[src/shared/ssr_consts.svh]
`ifndef SSR_CONSTS_SVH
`define SSR_CONSTS_SVH
// What this block does
// host sets freeze to 0x01 before config writes, 0x00 after them
// auto-to-forced mode change: freeze, write, wait 5 ms, unfreeze
// host spaces same-register writes 5 ms, except freeze and page registers
// latched read: freeze, write zeros, unfreeze, wait 5 ms, read
// while freeze engaged, internal events cannot update latched status registers
// latched status bits set on event and hold until host clears them
// identification register writable, value held until reset, affects nothing
// programmed one-time configuration replaces listed defaults at power-up
// defaults: masks 0x66, soak 0xaa/0x55, status, event masks, freeze zero
// input 0 base frequency is 16-bit hertz over two bytes, reset 0x9c40
// separate input-failure and loop event masks, both reset to zero
// input signalling config selects differential or single-ended, reset 0x10
// monitor failures latched in high and low pair registers, each masked
// multi-byte values go msb first, applied when lsb byte written
// writing 0x01 to page-select toggles lower and upper register page

`define SSR_ADDR_CHIP_ID 7'h00
`define SSR_ADDR_IN_FAIL_STAT 7'h02
`define SSR_ADDR_LOOP_STAT 7'h03
`define SSR_ADDR_IN_FAIL_MASK 7'h04
`define SSR_ADDR_LOOP_MASK 7'h05
`define SSR_ADDR_MON_FAIL_HI 7'h06
`define SSR_ADDR_MON_FAIL_LO 7'h07
`define SSR_ADDR_MON_MASK_HI 7'h08
`define SSR_ADDR_MON_MASK_LO 7'h09
`define SSR_ADDR_IN_CONFIG 7'h0a
`define SSR_ADDR_SOAK_DISQ 7'h0b
`define SSR_ADDR_SOAK_QUAL 7'h0c
`define SSR_ADDR_FREEZE 7'h0d
`define SSR_ADDR_BASE_FREQ_MSB 7'h10
`define SSR_ADDR_BASE_FREQ_LSB 7'h11
`define SSR_ADDR_PAGE 7'h7f

`define SSR_RST_ZERO 8'h00
`define SSR_RST_MON_MASK 8'h66
`define SSR_RST_IN_CONFIG 8'h10
`define SSR_RST_SOAK_DISQ 8'haa
`define SSR_RST_SOAK_QUAL 8'h55
`define SSR_RST_BASE_FREQ 16'h9c40
`define SSR_PAGE_TOGGLE 8'h01
`define SSR_FREEZE_BIT 0
`endif

[src/shared/ssr_pkg.sv]
package ssr_pkg;
  typedef enum logic {
    SSR_PAGE_LOWER = 1'b0,
    SSR_PAGE_UPPER = 1'b1
  } ssr_page_t;
  typedef logic [7:0] ssr_byte_t;
  typedef logic [15:0] ssr_word_t;
endpackage

[src/hw/ssr_register_bank.sv]
`timescale 1ns/1ps
`include "ssr_consts.svh"
module ssr_register_bank #(
  parameter logic [7:0] CHIP_ID = 8'h3c // arbitrary id value
) (
  input wire logic i_ref_clk,
  input wire logic i_rst_b,
  input wire logic i_wr_en,
  input wire logic i_rd_en,
  input wire logic [6:0] i_addr,
  input wire ssr_pkg::ssr_byte_t i_wdata,
  output ssr_pkg::ssr_byte_t o_rdata,
  output ssr_pkg::ssr_page_t o_page,
  input wire ssr_pkg::ssr_byte_t i_in_fail_evt,
  input wire ssr_pkg::ssr_byte_t i_loop_evt,
  input wire ssr_pkg::ssr_byte_t i_mon_fail_hi_evt,
  input wire ssr_pkg::ssr_byte_t i_mon_fail_lo_evt,
  input wire logic i_otp_valid,
  input wire ssr_pkg::ssr_byte_t i_otp_mon_mask_hi,
  input wire ssr_pkg::ssr_byte_t i_otp_mon_mask_lo,
  input wire ssr_pkg::ssr_byte_t i_otp_in_config,
  input wire ssr_pkg::ssr_byte_t i_otp_soak_disq,
  input wire ssr_pkg::ssr_byte_t i_otp_soak_qual,
  input wire ssr_pkg::ssr_word_t i_otp_base_freq,
  output ssr_pkg::ssr_byte_t o_in_fail_mask,
  output ssr_pkg::ssr_byte_t o_loop_mask,
  output ssr_pkg::ssr_byte_t o_mon_mask_hi,
  output ssr_pkg::ssr_byte_t o_mon_mask_lo,
  output ssr_pkg::ssr_byte_t o_in_config,
  output ssr_pkg::ssr_byte_t o_soak_disq,
  output ssr_pkg::ssr_byte_t o_soak_qual,
  output logic o_freeze,
  output ssr_pkg::ssr_word_t o_base_freq
);
  import ssr_pkg::*;

  ssr_byte_t chip_chip_identification, chip_id_next;
  ssr_byte_t in_fail_stat_reg;
  ssr_byte_t loop_stat_reg;
  ssr_byte_t mon_fail_hi_reg;
  ssr_byte_t mon_fail_lo_reg;
  ssr_byte_t in_fail_mask_reg, in_fail_mask_next;
  ssr_byte_t loop_mask_reg, loop_mask_next;
  ssr_byte_t mon_mask_hi_reg, mon_mask_hi_next;
  ssr_byte_t mon_mask_lo_reg, mon_mask_lo_next;
  ssr_byte_t in_config_reg, in_config_next;
  ssr_byte_t soak_disq_reg, soak_disq_next;
  ssr_byte_t soak_qual_reg, soak_qual_next;
  ssr_byte_t freeze_reg, freeze_next;
  ssr_word_t base_freq_reg, base_freq_next;
  ssr_byte_t base_msb_hold_reg, base_msb_hold_next;
  ssr_page_t page_reg, page_next;
  logic otp_done_reg, otp_done_next;
  ssr_byte_t rdata_reg, rdata_next;
  logic frozen;
  logic lower_wr;

  assign frozen = freeze_reg[`SSR_FREEZE_BIT];
  assign lower_wr = i_wr_en && (page_reg == SSR_PAGE_LOWER);

  always_comb begin
    chip_id_next = chip_chip_identification;
    in_fail_mask_next = in_fail_mask_reg;
    loop_mask_next = loop_mask_reg;
    mon_mask_hi_next = mon_mask_hi_reg;
    mon_mask_lo_next = mon_mask_lo_reg;
    in_config_next = in_config_reg;
    soak_disq_next = soak_disq_reg;
    soak_qual_next = soak_qual_reg;
    freeze_next = freeze_reg;
    base_freq_next = base_freq_reg;
    base_msb_hold_next = base_msb_hold_reg;
    otp_done_next = 1'b1;
    if (lower_wr) begin
      case (i_addr)
        // id write held until reset
        `SSR_ADDR_CHIP_ID: begin
          chip_id_next = i_wdata;
        end
        // separate event masks
        `SSR_ADDR_IN_FAIL_MASK: begin
          in_fail_mask_next = i_wdata;
        end
        `SSR_ADDR_LOOP_MASK: begin
          loop_mask_next = i_wdata;
        end
        // per-pair failure masks
        `SSR_ADDR_MON_MASK_HI: begin
          mon_mask_hi_next = i_wdata;
        end
        `SSR_ADDR_MON_MASK_LO: begin
          mon_mask_lo_next = i_wdata;
        end
        // signalling selection
        `SSR_ADDR_IN_CONFIG: begin
          in_config_next = i_wdata;
        end
        `SSR_ADDR_SOAK_DISQ: begin
          soak_disq_next = i_wdata;
        end
        `SSR_ADDR_SOAK_QUAL: begin
          soak_qual_next = i_wdata;
        end
        `SSR_ADDR_FREEZE: begin
          freeze_next = i_wdata;
        end
        // msb held, applied on lsb
        `SSR_ADDR_BASE_FREQ_MSB: begin
          base_msb_hold_next = i_wdata;
        end
        // 16-bit base frequency
        `SSR_ADDR_BASE_FREQ_LSB: begin
          base_freq_next = {base_msb_hold_reg, i_wdata};
        end
        default: begin
          chip_id_next = chip_chip_identification;
        end
      endcase
    end
    // programmed image replaces defaults
    if (!otp_done_reg && i_otp_valid) begin
      mon_mask_hi_next = i_otp_mon_mask_hi;
      mon_mask_lo_next = i_otp_mon_mask_lo;
      in_config_next = i_otp_in_config;
      soak_disq_next = i_otp_soak_disq;
      soak_qual_next = i_otp_soak_qual;
      base_freq_next = i_otp_base_freq;
      base_msb_hold_next = i_otp_base_freq[15:8];
    end
  end

  // latched failure and event status
  ssr_latched_status #(.WIDTH(8)) u_in_fail_stat (
    .i_ref_clk(i_ref_clk),
    .i_rst_b(i_rst_b),
    .i_evt(i_in_fail_evt),
    .i_wr(lower_wr && i_addr == `SSR_ADDR_IN_FAIL_STAT),
    .i_wdata(i_wdata),
    .i_hold(frozen),
    .o_value(in_fail_stat_reg)
  );

  ssr_latched_status #(.WIDTH(8)) u_loop_stat (
    .i_ref_clk(i_ref_clk),
    .i_rst_b(i_rst_b),
    .i_evt(i_loop_evt),
    .i_wr(lower_wr && i_addr == `SSR_ADDR_LOOP_STAT),
    .i_wdata(i_wdata),
    .i_hold(frozen),
    .o_value(loop_stat_reg)
  );

  ssr_latched_status #(.WIDTH(8)) u_mon_fail_hi (
    .i_ref_clk(i_ref_clk),
    .i_rst_b(i_rst_b),
    .i_evt(i_mon_fail_hi_evt),
    .i_wr(lower_wr && i_addr == `SSR_ADDR_MON_FAIL_HI),
    .i_wdata(i_wdata),
    .i_hold(frozen),
    .o_value(mon_fail_hi_reg)
  );

  ssr_latched_status #(.WIDTH(8)) u_mon_fail_lo (
    .i_ref_clk(i_ref_clk),
    .i_rst_b(i_rst_b),
    .i_evt(i_mon_fail_lo_evt),
    .i_wr(lower_wr && i_addr == `SSR_ADDR_MON_FAIL_LO),
    .i_wdata(i_wdata),
    .i_hold(frozen),
    .o_value(mon_fail_lo_reg)
  );

  // read path, one cycle latency
  always_comb begin
    rdata_next = rdata_reg;
    if (i_rd_en) begin
      rdata_next = `SSR_RST_ZERO;
      if (i_addr == `SSR_ADDR_PAGE) begin
        rdata_next = {7'h00, page_reg};
      end else if (page_reg == SSR_PAGE_LOWER) begin
        case (i_addr)
          `SSR_ADDR_CHIP_ID: rdata_next = chip_chip_identification;
          `SSR_ADDR_IN_FAIL_STAT: rdata_next = in_fail_stat_reg;
          `SSR_ADDR_LOOP_STAT: rdata_next = loop_stat_reg;
          `SSR_ADDR_IN_FAIL_MASK: rdata_next = in_fail_mask_reg;
          `SSR_ADDR_LOOP_MASK: rdata_next = loop_mask_reg;
          `SSR_ADDR_MON_FAIL_HI: rdata_next = mon_fail_hi_reg;
          `SSR_ADDR_MON_FAIL_LO: rdata_next = mon_fail_lo_reg;
          `SSR_ADDR_MON_MASK_HI: rdata_next = mon_mask_hi_reg;
          `SSR_ADDR_MON_MASK_LO: rdata_next = mon_mask_lo_reg;
          `SSR_ADDR_IN_CONFIG: rdata_next = in_config_reg;
          `SSR_ADDR_SOAK_DISQ: rdata_next = soak_disq_reg;
          `SSR_ADDR_SOAK_QUAL: rdata_next = soak_qual_reg;
          `SSR_ADDR_FREEZE: rdata_next = freeze_reg;
          `SSR_ADDR_BASE_FREQ_MSB: rdata_next = base_freq_reg[15:8];
          `SSR_ADDR_BASE_FREQ_LSB: rdata_next = base_freq_reg[7:0];
          default: rdata_next = `SSR_RST_ZERO;
        endcase
      end
    end
  end

  // reset defaults
  always_ff @(posedge i_ref_clk or negedge i_rst_b) begin
    if (!i_rst_b) begin
      chip_chip_identification <= CHIP_ID;
      in_fail_mask_reg <= `SSR_RST_ZERO;
      loop_mask_reg <= `SSR_RST_ZERO;
      mon_mask_hi_reg <= `SSR_RST_MON_MASK;
      mon_mask_lo_reg <= `SSR_RST_MON_MASK;
      in_config_reg <= `SSR_RST_IN_CONFIG;
      soak_disq_reg <= `SSR_RST_SOAK_DISQ;
      soak_qual_reg <= `SSR_RST_SOAK_QUAL;
      freeze_reg <= `SSR_RST_ZERO;
      base_freq_reg <= `SSR_RST_BASE_FREQ;
      base_msb_hold_reg <= 8'(`SSR_RST_BASE_FREQ >> 8);
      otp_done_reg <= 1'b0;
    end else begin
      chip_chip_identification <= chip_id_next;
      in_fail_mask_reg <= in_fail_mask_next;
      loop_mask_reg <= loop_mask_next;
      mon_mask_hi_reg <= mon_mask_hi_next;
      mon_mask_lo_reg <= mon_mask_lo_next;
      in_config_reg <= in_config_next;
      soak_disq_reg <= soak_disq_next;
      soak_qual_reg <= soak_qual_next;
      freeze_reg <= freeze_next;
      base_freq_reg <= base_freq_next;
      base_msb_hold_reg <= base_msb_hold_next;
      otp_done_reg <= otp_done_next;
    end
  end

  // page toggle on 0x01, from either page
  always_comb begin
    page_next = page_reg;
    if (i_wr_en && i_addr == `SSR_ADDR_PAGE && i_wdata == `SSR_PAGE_TOGGLE) begin
      page_next = (page_reg == SSR_PAGE_LOWER) ? SSR_PAGE_UPPER : SSR_PAGE_LOWER;
    end
  end

  always_ff @(posedge i_ref_clk or negedge i_rst_b) begin
    if (!i_rst_b) begin
      page_reg <= SSR_PAGE_LOWER;
    end else begin
      page_reg <= page_next;
    end
  end

  // read data register
  always_ff @(posedge i_ref_clk or negedge i_rst_b) begin
    if (!i_rst_b) begin
      rdata_reg <= `SSR_RST_ZERO;
    end else begin
      rdata_reg <= rdata_next;
    end
  end

  assign o_rdata = rdata_reg;
  assign o_page = page_reg;
  assign o_in_fail_mask = in_fail_mask_reg;
  assign o_loop_mask = loop_mask_reg;
  assign o_mon_mask_hi = mon_mask_hi_reg;
  assign o_mon_mask_lo = mon_mask_lo_reg;
  assign o_in_config = in_config_reg;
  assign o_soak_disq = soak_disq_reg;
  assign o_soak_qual = soak_qual_reg;
  assign o_freeze = frozen;
  assign o_base_freq = base_freq_reg;
endmodule

// one latched status register, set by events, written by the host
module ssr_latched_status #(
  parameter int WIDTH = 8
) (
  input wire logic i_ref_clk,
  input wire logic i_rst_b,
  input wire logic [WIDTH-1:0] i_evt,
  input wire logic i_wr,
  input wire logic [WIDTH-1:0] i_wdata,
  input wire logic i_hold,
  output logic [WIDTH-1:0] o_value
);
  logic [WIDTH-1:0] value_reg, value_next;

  // host write stores the byte
  always_comb begin
    value_next = value_reg;
    if (i_wr) begin
      value_next = i_wdata;
    end
    // sticky set, never self-clears
    // freeze blocks internal updates
    if (!i_hold) begin
      value_next = value_next | i_evt;
    end
  end

  // status clears to zero
  always_ff @(posedge i_ref_clk or negedge i_rst_b) begin
    if (!i_rst_b) begin
      value_reg <= WIDTH'(`SSR_RST_ZERO);
    end else begin
      value_reg <= value_next;
    end
  end

  assign o_value = value_reg;
endmodule

[config.mk]
export PLATFORM = sky130hd
export DESIGN_NAME = ssr_register_bank
export DESIGN_NICKNAME = d
export VERILOG_FILES = /design/src/shared/ssr_pkg.sv /design/src/hw/ssr_register_bank.sv
export VERILOG_INCLUDE_DIRS = /design/src /design/src/shared
export SDC_FILE = /design/constraint.sdc
export NUM_CORES = 1
export LEC_CHECK = 0
export ABC_AREA = 1
export BUFFER_PORTS_ARGS = -buffer_cell sky130_fd_sc_hd__buf_2
export CAP_MARGIN = 25
export CORE_MARGIN = 2
export CORE_UTILIZATION = 35
export CTS_CLUSTER_DIAMETER = 100
export DETAILED_ROUTE_END_ITERATION = 7
export SLEW_MARGIN = 10
export SYNTH_ARGS = -nofsm -noshare
export SYNTH_HDL_FRONTEND = slang
export SYNTH_HIERARCHICAL = 1
export SYNTH_SLANG_ARGS = --single-unit
[constraint.sdc]
create_clock -name i_ref_clk -period 2.14 [get_ports i_ref_clk]
set_input_delay 0.107 -clock i_ref_clk [delete_from_list [all_inputs] [get_ports i_ref_clk]]
set_output_delay 0.107 -clock i_ref_clk [all_outputs]
set_load 0.02 [all_outputs]
# ---- Word level (Yosys, flattened, before mapping)
# Index checks and enable logic that the tools add are counted.
dict set report op_classes {
  eq_ne 16
  muxes 33
  n_bitwise 5
  reduce_logical 29
}
# cell count
set op_table {}
lappend op_table {{2-to-1 mux 8 bit} 28}
lappend op_table {{one-hot mux 8 bit (15 select lines)} 1}
lappend op_table {{2-to-1 mux 16 bit} 3}
lappend op_table {{equality test 7 x 4 -> 1 bit (second input constant)} 6}
lappend op_table {{bitwise OR 8 bit} 4}
lappend op_table {{equality test 7 x 3 -> 1 bit (second input constant)} 4}
lappend op_table {{AND reduction 2 bit} 11}
lappend op_table {{nonzero test 2 bit} 8}
lappend op_table {{equality test 7 x 2 -> 1 bit (second input constant)} 2}
lappend op_table {{equality test 7 x 5 -> 1 bit (second input constant)} 2}
lappend op_table {{equality test 8 x 1 -> 1 bit (second input constant)} 1}
lappend op_table {{logical AND 1 bit} 8}
lappend op_table {{equality test 7 bit (second input constant)} 1}
lappend op_table {{logical NOT 7 bit} 1}
lappend op_table {{logical NOT 1 bit} 1}
lappend op_table {{2-to-1 mux 1 bit} 1}
lappend op_table {{NOT 1 bit} 1}
dict set report totals {
  ff_bits 138
  input_bits 108
}

# ---- Longest topological paths before layout
# Gate-level depths: netlist of the first run.
dict set report logic_depth {
  word_depth 6
  mapped_depth 13
  mapped_depth_nobuf 11
}

# ---- By module
# The synthesis of the first run kept the hierarchy.
# module instances cells_per_inst area_per_inst_um2
set modules_own_cells {}
lappend modules_own_cells {ssr_register_bank 1 771 5824.3}
lappend modules_own_cells {ssr_latched_status 4 43 416.6}

# ---- Worst setup path after synthesis of the first run
# No wires, ideal clock.
dict set report synth_timing {
  kind {flip-flop to flip-flop}
  start {reg page_reg (netlist: o_page)}
  end {reg u_mon_fail_lo.value_reg[0] (netlist: u_mon_fail_lo/o_value[0])}
  setup_time_ps 121
  t_arrival_ps 1529
  required_time_ps 2019
  slack_ps 490
  path_stages_with_launch 9
  path_buffers 2
  period_less_slack_ps 1650
  cell_sequence {dfrtp_1 -> inv_2 -> nand2_4 -> buf_2 -> nor4_1 -> buf_6 -> inv_8 -> nand2_2 -> nand3_2}
}
dict set report synth_between {
  elab_chain_cells 6
}
# element line
set synth_rtl {}
lappend synth_rtl {{from (decl)} ssr_register_bank.sv:52} ;# ssr_page_t page_reg, page_next;
lappend synth_rtl {{from (signal assigned)} ssr_register_bank.sv:246} ;# page_reg <= page_next;
lappend synth_rtl {{NOT 1 bit (*)} --}
lappend synth_rtl {{logical AND 1 bit (*)} ssr_register_bank.sv:59} ;# assign lower_wr = i_wr_en && (page_reg == SSR_PAGE_LOWER);
lappend synth_rtl {{logical AND 1 bit (no source line) (*)} --}
lappend synth_rtl {{2-to-1 mux 8 bit (*)} ssr_register_bank.sv:289} ;# if (i_wr) begin
lappend synth_rtl {{bitwise OR 8 bit} ssr_register_bank.sv:295} ;# value_next = value_next | i_evt;
lappend synth_rtl {{2-to-1 mux 8 bit (*)} ssr_register_bank.sv:294} ;# if (!i_hold) begin
lappend synth_rtl {{net u_mon_fail_lo.value_next[0]} ssr_register_bank.sv:284} ;# logic [WIDTH-1:0] value_reg, value_next;
lappend synth_rtl {{to (signal assigned)} ssr_register_bank.sv:302} ;# value_reg <= WIDTH'(`SSR_RST_ZERO);
lappend synth_rtl {{to (signal assigned)} ssr_register_bank.sv:304} ;# value_reg <= value_next;
lappend synth_rtl {{to (decl)} ssr_register_bank.sv:284}
# Mark *: on every way through the listed nets, which the timed path passes. The rest lies on a longest branch.
# A chain may end at the register's enable or synchronous reset.

# ---- Worst setup path after layout of the first run
dict set report layout_timing {
  start {reg page_reg (netlist: o_page)}
  end {reg u_loop_stat.value_reg[1] (netlist: u_loop_stat/o_value[1])}
}
dict set report layout_between {
  elab_chain_cells 6
}
# element line
set layout_rtl {}
lappend layout_rtl {{NOT 1 bit (*)} --}
lappend layout_rtl {{logical AND 1 bit (*)} ssr_register_bank.sv:59}
lappend layout_rtl {{logical AND 1 bit (no source line) (*)} --}
lappend layout_rtl {{2-to-1 mux 8 bit (*)} ssr_register_bank.sv:289}
lappend layout_rtl {{bitwise OR 8 bit} ssr_register_bank.sv:295}
lappend layout_rtl {{2-to-1 mux 8 bit (*)} ssr_register_bank.sv:294}
lappend layout_rtl {{net u_loop_stat.value_next[1]} ssr_register_bank.sv:284}
lappend layout_rtl {{to (signal assigned)} ssr_register_bank.sv:302}
lappend layout_rtl {{to (signal assigned)} ssr_register_bank.sv:304}
lappend layout_rtl {{to (decl)} ssr_register_bank.sv:284}
# Marked as above.

==> impl_results.rst, run 1 <==
.. list-table::
   :header-rows: 1

   * - Metric
     - Value
   * - Result of the run
     - complete, no violations
   * - Total of endpoints with negative setup slack in the final report
     - 0
   * - Fin. Hold Viols
     - 0
   * - Worst voltage drop across the vdd grid
     - 0.0004776 V
   * - Number of warnings printed during yosys synthesis
     - 6
   * - Final Worst Setup Slack
     - ~0.14 ns
   * - Number of DRC violations after detailed routing
     - 0
   * - Initial Utilization
     - 35.63%
   * - Count of filler cells inserted in the layout
     - 2040
   * - Hpwl dp
     - 19.29 mm
   * - Flip-flop count of the largest register after layout
     - 16
   * - Mean post-synth cell area
     - between 7 and 8 um^2
   * - Final WL
     - 27.08 mm
   * - Setup crit end kind
     - flop
   * - Peak clock frequency supported by timing
     - 500.0 MHz
   * - Clock Tree Buf Depth
     - 2
   * - Overall die height
     - 150.3 um
   * - Count of cell types in the netlist
     - 34
   * - Critical path launch point type
     - flop
   * - Class of the tightest hold or removal check
     - in -> reg
   * - Depth of the CTS H-tree
     - 4
   * - Cells after Synth
     - 943
   * - LEAKAGE
     - 4.949 nW
   * - Per-cell via count in the routed design
     - 5.034
   * - WS Path Type
     - reg -> reg
   * - Pwr per Cell Area
     - 680.0 mW/mm^2
   * - Instance count after placement with tap cells included
     - 1393
   * - Fraction of final layout cells with drive strength greater than 1
     - slightly above 30%
   * - Core Box Area
     - approximately 0.021 mm^2
   * - Time the final worst path needs with I/O delays and setup
     - approximately 2 ns
   * - Synth Cell Area
     - ~0.0075 mm^2
   * - Net count of the finished layout
     - 1337
   * - Port buffer count
     - 189
   * - Antenna Nets Post-Route
     - 0
   * - Worst slack at placement
     - 0.4643 ns
   * - Final-report max-slew violation count
     - 0
   * - Number of violations reported at the end of detailed-routing iteration 0
     - roughly 620
   * - Routability Congestion
     - roughly 0.9
   * - Clock skew
     - ~0.0065 ns
   * - Crit-path leading delay family
     - buffers and inverters
   * - Number of buffers inserted during clock tree synthesis
     - 17
   * - Top Ports
     - 190
   * - Post-route fraction of the period consumed by the critical path
     - 93.46%
   * - Flip-flop and latch count after synthesis
     - ~140
   * - Global-route wire length before repair
     - ~41 mm
   * - Area grow syn2layout
     - 36.91%
   * - CP peak stage delay
     - 0.56 ns
   * - Combined area of the multi-input logic cells
     - 0.003556 mm^2
   * - Die width
     - 150.3 um
   * - Die Area
     - 0.02259 mm^2
   * - Count of vias placed by the detailed router
     - between 7000 and 8000
   * - Total global routing overflow
     - 0
   * - Number of cell rows
     - 53
   * - Total track usage
     - 24.37%
   * - Buffer type at the clock tree root
     - sky130_fd_sc_hd__clkbuf_16
   * - Synthesized netlist net count
     - 1051
   * - First drt pass iteration count
     - 5
   * - CTS clock-pin slew for the worst setup and hold paths
     - 0.06 ns
   * - Required time at the endpoint of the critical path
     - about 2.4 ns
   * - Insertion delay to the later sink of the worst-skew pair
     - around 0.43 ns
   * - Sequential share of the synthesized area
     - ~47%
   * - Accumulated negative setup slack
     - 0 ns
   * - Setup repair after global routing missed its margin
     - no
   * - Via count of the first global-routing pass
     - between 7000 and 8000
   * - Measured slew at the worst slew-check pin
     - about 0.53 ns
   * - Peak fanout along the critical path
     - 15
   * - Number of buffer and inverter instances along the worst setup path
     - 4
   * - TritonCTS clock tree
     - yes
   * - Final routed wire length divided by cell count
     - 17.84 um
   * - Endpoint arrival time on the critical path
     - 2.30 ns
   * - Number of maximum-capacitance violations
     - 0
   * - Total clock sinks
     - roughly 140
   * - Pin count of the biggest net entering global routing
     - 68
   * - Seq. cell area
     - 0.003491 mm^2
   * - Slowest cell on the critical path
     - sky130_fd_sc_hd__dlygate4sd3_1
   * - Relative slew slack
     - 64.61%
   * - Cell-by-cell listing of the critical path
     - inv_2 > nand2_8 > nor3_1 > buf_4 > inv_8 > nand2_2 > nand3_2 > dlygate4sd3_1
   * - Initial antenna violation count
     - 0
   * - Filler-free cell count of the finished design
     - about 1500
==> through the flow <==
step / total power (W) / cell area, um^2 / utilization (%) / hold slack [ns]
after detailed placement: 0.004045 / 8763 / 41.69 / 0.1100
after CTS: 0.006986 / 10240 / 48.72 / 0.001997
after global placement: 0.004037 / 8763 / 41.69 / 0.1037
final: 0.006974 / 10260 / 48.79 / 0.01480
after global routing: 0.007214 / 10250 / 48.77 / 0.01622
after floorplan: 0.003523 / 7491 / - / -0.1886
==> worst min-delay path: stages <==
cell and delay, ns:
sky130_fd_sc_hd__buf_2 0.14, sky130_fd_sc_hd__nand2_1 0.08, sky130_fd_sc_hd__nand3_2 0.07
==> final timing paths <==
check / startpoint / to / slack [ns] / cells past startpoint
max reg2reg: o_page / u_loop_stat/o_value[1] / 0.14 / 8
min reg2reg: chip_chip_identification[3] / chip_chip_identification[3] / 0.49 / 2
min in group asynchronous: i_rst_b / u_mon_fail_lo/o_value[3] / 0.22 / 2
min: i_wdata[1] / u_mon_fail_lo/o_value[1] / 0.01 / 3
max in group asynchronous: i_rst_b / o_soak_disq[7] / 1.18 / 3
max: o_page / u_loop_stat/o_value[1] / 0.14 / 8
==> cell usage after synthesis <==
library cell | instances | area (um^2)
sky130_fd_sc_hd__inv_1 | 40 | 150.1
sky130_fd_sc_hd__o211ai_1 | 14 | 105.1
sky130_fd_sc_hd__o31ai_4 | 1 | 21.27
sky130_fd_sc_hd__buf_6 | 7 | 78.83
sky130_fd_sc_hd__nand4_1 | 2 | 12.51
sky130_fd_sc_hd__nand3_2 | 34 | 340.3
sky130_fd_sc_hd__nor2_1 | 90 | 337.8
sky130_fd_sc_hd__nor4_1 | 1 | 6.260
sky130_fd_sc_hd__nor2_4 | 8 | 90.09
sky130_fd_sc_hd__conb_1 | 1 | 3.750
sky130_fd_sc_hd__xor2_1 | 1 | 8.760
sky130_fd_sc_hd__nand2_4 | 3 | 33.78
sky130_fd_sc_hd__inv_8 | 4 | 45.04
sky130_fd_sc_hd__buf_2 | 8 | 40.04
sky130_fd_sc_hd__nand2_1 | 318 | 1194
sky130_fd_sc_hd__inv_2 | 16 | 60.06
sky130_fd_sc_hd__nor3_1 | 3 | 15.01
sky130_fd_sc_hd__a21oi_1 | 5 | 25.02
sky130_fd_sc_hd__o311ai_0 | 3 | 26.28
sky130_fd_sc_hd__a31oi_1 | 33 | 206.5
sky130_fd_sc_hd__nor2_8 | 2 | 40.04
sky130_fd_sc_hd__clkbuf_1 | 7 | 26.28
sky130_fd_sc_hd__dfrtp_1 | 108 | 2703
sky130_fd_sc_hd__nand3_1 | 78 | 390.4
sky130_fd_sc_hd__nor2_2 | 11 | 68.82
sky130_fd_sc_hd__buf_4 | 6 | 45.04
sky130_fd_sc_hd__nand2_2 | 42 | 262.8
sky130_fd_sc_hd__o21ai_1 | 34 | 170.2
sky130_fd_sc_hd__nand3b_1 | 1 | 7.510
sky130_fd_sc_hd__a22oi_1 | 12 | 90.09
sky130_fd_sc_hd__clkinv_2 | 3 | 15.01
sky130_fd_sc_hd__o21ai_0 | 16 | 80.08
sky130_fd_sc_hd__dfstp_2 | 30 | 788.3
sky130_fd_sc_hd__clkinv_1 | 1 | 3.750
==> metal layers <==
metal  share of wire [%]  vias up  track usage [%]
met3                 7.2       26            4.364
met1                  42     3624            32.48
li1                    -     3665                -
met5                   0        -                0
met4                 1.3        0            6.274
met2                  49      326            41.00
==> kinds of logic (layout without fill, tap and decap cells) <==
group	count (synthesis)	in the layout	share of synthesized area (%)
and+or+nand+nor	593	593	37.36
other	1	3	0.05006
buffers and inverters	92	390	6.197
xor gates and xnor gates	1	1	0.1169
DFF	138	138	46.60
AOI/OAI and AO/OA	118	118	9.671
==> report_power, final <==
part | leakage (nW) | total, W | switching [W] | internal [W]
Combinational | 3.11 | 0.00114 | 0.000700 | 0.000436
Sequential | 1.57 | 0.00300 | 0.000165 | 0.00283
Clock | 0.275 | 0.00284 | 0.00114 | 0.00170
Total | 4.95 | 0.00697 | 0.00200 | 0.00497
==> placed cells by master, fill, tap and decap left out, drive strengths merged, types with 14 or more instances in the layout <==
cell	netlist	routed
a31oi	33	33
buf	21	203
clkbuf	7	23
dfrtp	108	108
dfstp	30	30
dlygate4sd3	0	92
inv	60	60
nand2	363	363
nand3	112	112
nor2	111	111
o211ai	14	14
o21ai	50	50
==> repair_timing <==
action,4_1_cts,5_1_grt
setup endpoints to repair,0,1
gates resized for setup,0,1
setup buffers,0,0
hold buffers,92,0
endpoints found under the hold margin,142,0
==> area by class of cell <==
type | count | area share [%]
well taps | 275 | 3.355
clock inverters | 8 | 0.6832
diodes | 2 | 0.04880
clock buffers | 23 | 4.758
flip-flops and latches | 138 | 34.04
multi-input cells | 713 | 34.67
inverters | 64 | 2.672
repair buffers | 295 | 19.78
Note: power is estimated with default switching activity, not from simulation.
==> run 2, diff against run 1 <==
==> constraint.sdc (replaced) <==
create_clock -name i_ref_clk -period 2.14 [get_ports i_ref_clk]
set_input_delay 0.428 -clock i_ref_clk [delete_from_list [all_inputs] [get_ports i_ref_clk]]
set_output_delay 0.428 -clock i_ref_clk [all_outputs]
set_load 0.02 [all_outputs]
==> run 2 against run 1 <==
Net effect:
- maximum frequency is 19% higher
- sequential power hardly changed
- wire length is 3.0% lower
- register-to-register slack better by 0.32 ns
- clock skew is essentially flat
- critical endpoint is now u_mon_fail_lo/o_value[1]
- highest routed layer is now met5
==> impl_results.rst, run 2 (synthesis gave the netlist of run 1 again) <==
.. list-table::
   :header-rows: 1

   * - Metric
     - Value
   * - Initial Utilization
     - a little over a third
   * - Post-CTS setup-driven buffer insertion count
     - 0
   * - Top Ports
     - 190
   * - Hold path startpoint
     - i_otp_mon_mask_lo[1]
   * - Accumulated negative setup slack
     - 0 ns
   * - Number of DRC violations after detailed routing
     - 0
   * - Insertion delay to the later sink of the worst-skew pair
     - 0.43 ns
   * - LEAKAGE
     - 4.676 nW
   * - Number of cell rows
     - 53
   * - Final-report max-slew violation count
     - 0
   * - TritonCTS clock tree
     - yes
   * - Worst reg2reg setup slack
     - 0.46 ns
   * - Worst voltage drop across the vdd grid
     - between 0.0004 and 0.0005 V
   * - Net count of the finished layout
     - between 1000 and 1500
   * - Hold path cells
     - 3
   * - Number of buffers inserted during clock tree synthesis
     - 17
   * - Fin. Hold Viols
     - 0
   * - Time the final worst path needs with I/O delays and setup
     - around 1.7 ns
   * - Total clock sinks
     - 138
   * - Peak fanout along the critical path
     - 15
   * - Critical path launch point type
     - flop
   * - Top library cells by usage in the layout, fill and taps aside
     - 318 x sky130_fd_sc_hd__nand2_1, 188 x sky130_fd_sc_hd__buf_2, 108 x sky130_fd_sc_hd__dfrtp_1, 90 x sky130_fd_sc_hd__nor2_1, 78 x sky130_fd_sc_hd__nand3_1
   * - Required time at the endpoint of the critical path
     - about 2.5 ns
   * - Count of filler cells inserted in the layout
     - 2121
   * - Pin count of the biggest net entering global routing
     - 50
   * - Endpoint arrival time on the critical path
     - between 1.5 and 2 ns
   * - Hpwl dp
     - 20.22 mm
   * - Instance count on the critical path
     - 7
   * - Setup crit end kind
     - flop
   * - Measured slew at the worst slew-check pin
     - 0.5031 ns
   * - Total global routing overflow
     - 0
   * - Crit-path leading delay family
     - simple AND/OR/NAND/NOR gates
   * - Die Area
     - 0.02259 mm^2
   * - Depth of the most critical reg-to-reg path
     - 7
   * - Combined area of the multi-input logic cells
     - 0.003547 mm^2
   * - Number of buffer and inverter instances along the worst setup path
     - 3
   * - Total Power Consumption
     - between 0.007 and 0.008 W
   * - Clock Tree Buf Depth
     - 2
   * - Clock skew
     - ~0.0065 ns
   * - Class of the tightest hold or removal check
     - in -> reg
   * - Post-route fraction of the period consumed by the critical path
     - about 78%
   * - Cell-by-cell listing of the critical path
     - inv_2 > nand2_4 > nor4_2 > buf_4 > inv_8 > nand2_2 > nand3_2
   * - Source of the worst register-to-register timing path
     - o_page
   * - Gates resized, CTS repair
     - 0
   * - Area grow syn2layout
     - 26.93%
   * - Global-route wire length before repair
     - ~40 mm
   * - Pwr per Cell Area
     - 770.0 mW/mm^2
   * - Final routed wire length divided by cell count
     - 18.26 um
   * - Fraction of final layout cells with drive strength greater than 1
     - between 30% and 40%
   * - Die width
     - 150.3 um
   * - Via count of the first global-routing pass
     - 6958
   * - Total track usage
     - 23.87%
   * - Number of hold-repair buffers added at the cts stage
     - 1
   * - Count of vias placed by the detailed router
     - 7307
   * - WHS Endpoint
     - o_mon_mask_lo[1]
   * - Number of maximum-capacitance violations
     - 0
   * - CP peak stage delay
     - 0.41 ns
   * - Final WL
     - 26.26 mm
   * - Result of the run
     - complete, no violations
   * - Setup repair after global routing missed its margin
     - no
   * - First drt pass iteration count
     - 6
   * - Endpoint of the most critical register-to-register path
     - u_mon_fail_lo/o_value[1]
   * - Total of endpoints with negative setup slack in the final report
     - 0
   * - Number of violations reported at the end of detailed-routing iteration 0
     - 508
   * - Per-cell via count in the routed design
     - 5.081
   * - Flip-flop count of the largest register after layout
     - 16
   * - Port buffer count
     - 189
   * - Depth of the CTS H-tree
     - 4
   * - Slowest cell on the critical path
     - sky130_fd_sc_hd__dfrtp_1
   * - Peak clock frequency supported by timing
     - 596.3 MHz
   * - Relative slew slack
     - 66.38%
   * - WS Path Type
     - reg -> reg
   * - CTS clock-pin slew for the worst setup and hold paths
     - 0.06 ns
   * - Initial antenna violation count
     - 2
   * - Overall die height
     - between 150 and 200 um
   * - Seq. cell area
     - 0.003491 mm^2
   * - Routability Congestion
     - 0.8998
   * - Antenna Nets Post-Route
     - 0
   * - Buffer type at the clock tree root
     - sky130_fd_sc_hd__clkbuf_16
   * - Core Box Area
     - around 0.021 mm^2
   * - Most common library cell in the layout ignoring fill and taps
     - sky130_fd_sc_hd__nand2_1
run 2: changes by cell type in the layout (fill, tap and decap cells not counted), sizes merged:
cell / before / now
clkinv: 9 / 7
dlygate4sd3: 92 / 1
diode: 2 / 1
buf: 203 / 214
bufinv: 1 / 5
clkbuf: 23 / 21
clkinvlp: 2 / 3
run 2: worst max-delay path by stage:
stage	startpoint	to	slack, ns
floorplan	o_page	u_mon_fail_lo/o_value[0]	0.49
global placement	i_addr[6]	o_rdata[1]	0.26
detailed placement	i_addr[6]	u_loop_stat/o_value[2]	0.23
CTS	freeze_reg[0]	o_freeze	0.48
global route	o_page	chip_chip_identification[1]	0.36
finish	o_page	u_mon_fail_lo/o_value[1]	0.46
run 2: area by class of cell:
type / count / area share, %
Antenna cell: 1 / 0.02632
Clock buffer: 21 / 4.948
Clock inverter: 11 / 2.013
Inverter: 64 / 2.882
Multi-Input combinational cell: 713 / 37.31
Sequential cell: 138 / 36.72
Tap cell: 275 / 3.619
Timing Repair Buffer: 215 / 12.49
run 2: worst reg2reg max path, delay by kind of cell, from the launching register on:
family | cells | cell delay (ns)
flip-flops | 1 | 0.41
AND/OR/NAND/NOR | 4 | 0.70
buffers and inverters | 3 | 0.45
run 2: stage by stage:
stage               hold slack [ns]  util [%]  worst slack (ns)  cell area [um^2]  cells
floorplan                    0.1324         -            0.4899              7491    943
global placement             0.3866     42.02            0.2563              8833   1404
detailed placement           0.3834     42.02            0.2290              8833   1404
CTS                          0.2076     45.22            0.4770              9505   1437
global route                 0.2209     45.23            0.3550              9508   1438
finish                       0.2172     45.23            0.4631              9508   1438
run 2: power breakdown:
| group | leakage, nW | internal [W] | switching [W] |
|---|---|---|---|
| combinational | 2.79 | 0.000342 | 0.000675 |
| sequential | 1.57 | 0.00283 | 0.000165 |
| clock | 0.315 | 0.00216 | 0.00115 |
run 2: routing by layer:
metal / wire, um / GRT usage [%] / vias up
met1: 11170 / 31.84 / 3439
li1: - / - / 3503
met4: 379 / 6.651 / 2
met3: 2003 / 4.273 / 32
met5: 13 / 0 / -
met2: 12690 / 39.89 / 331
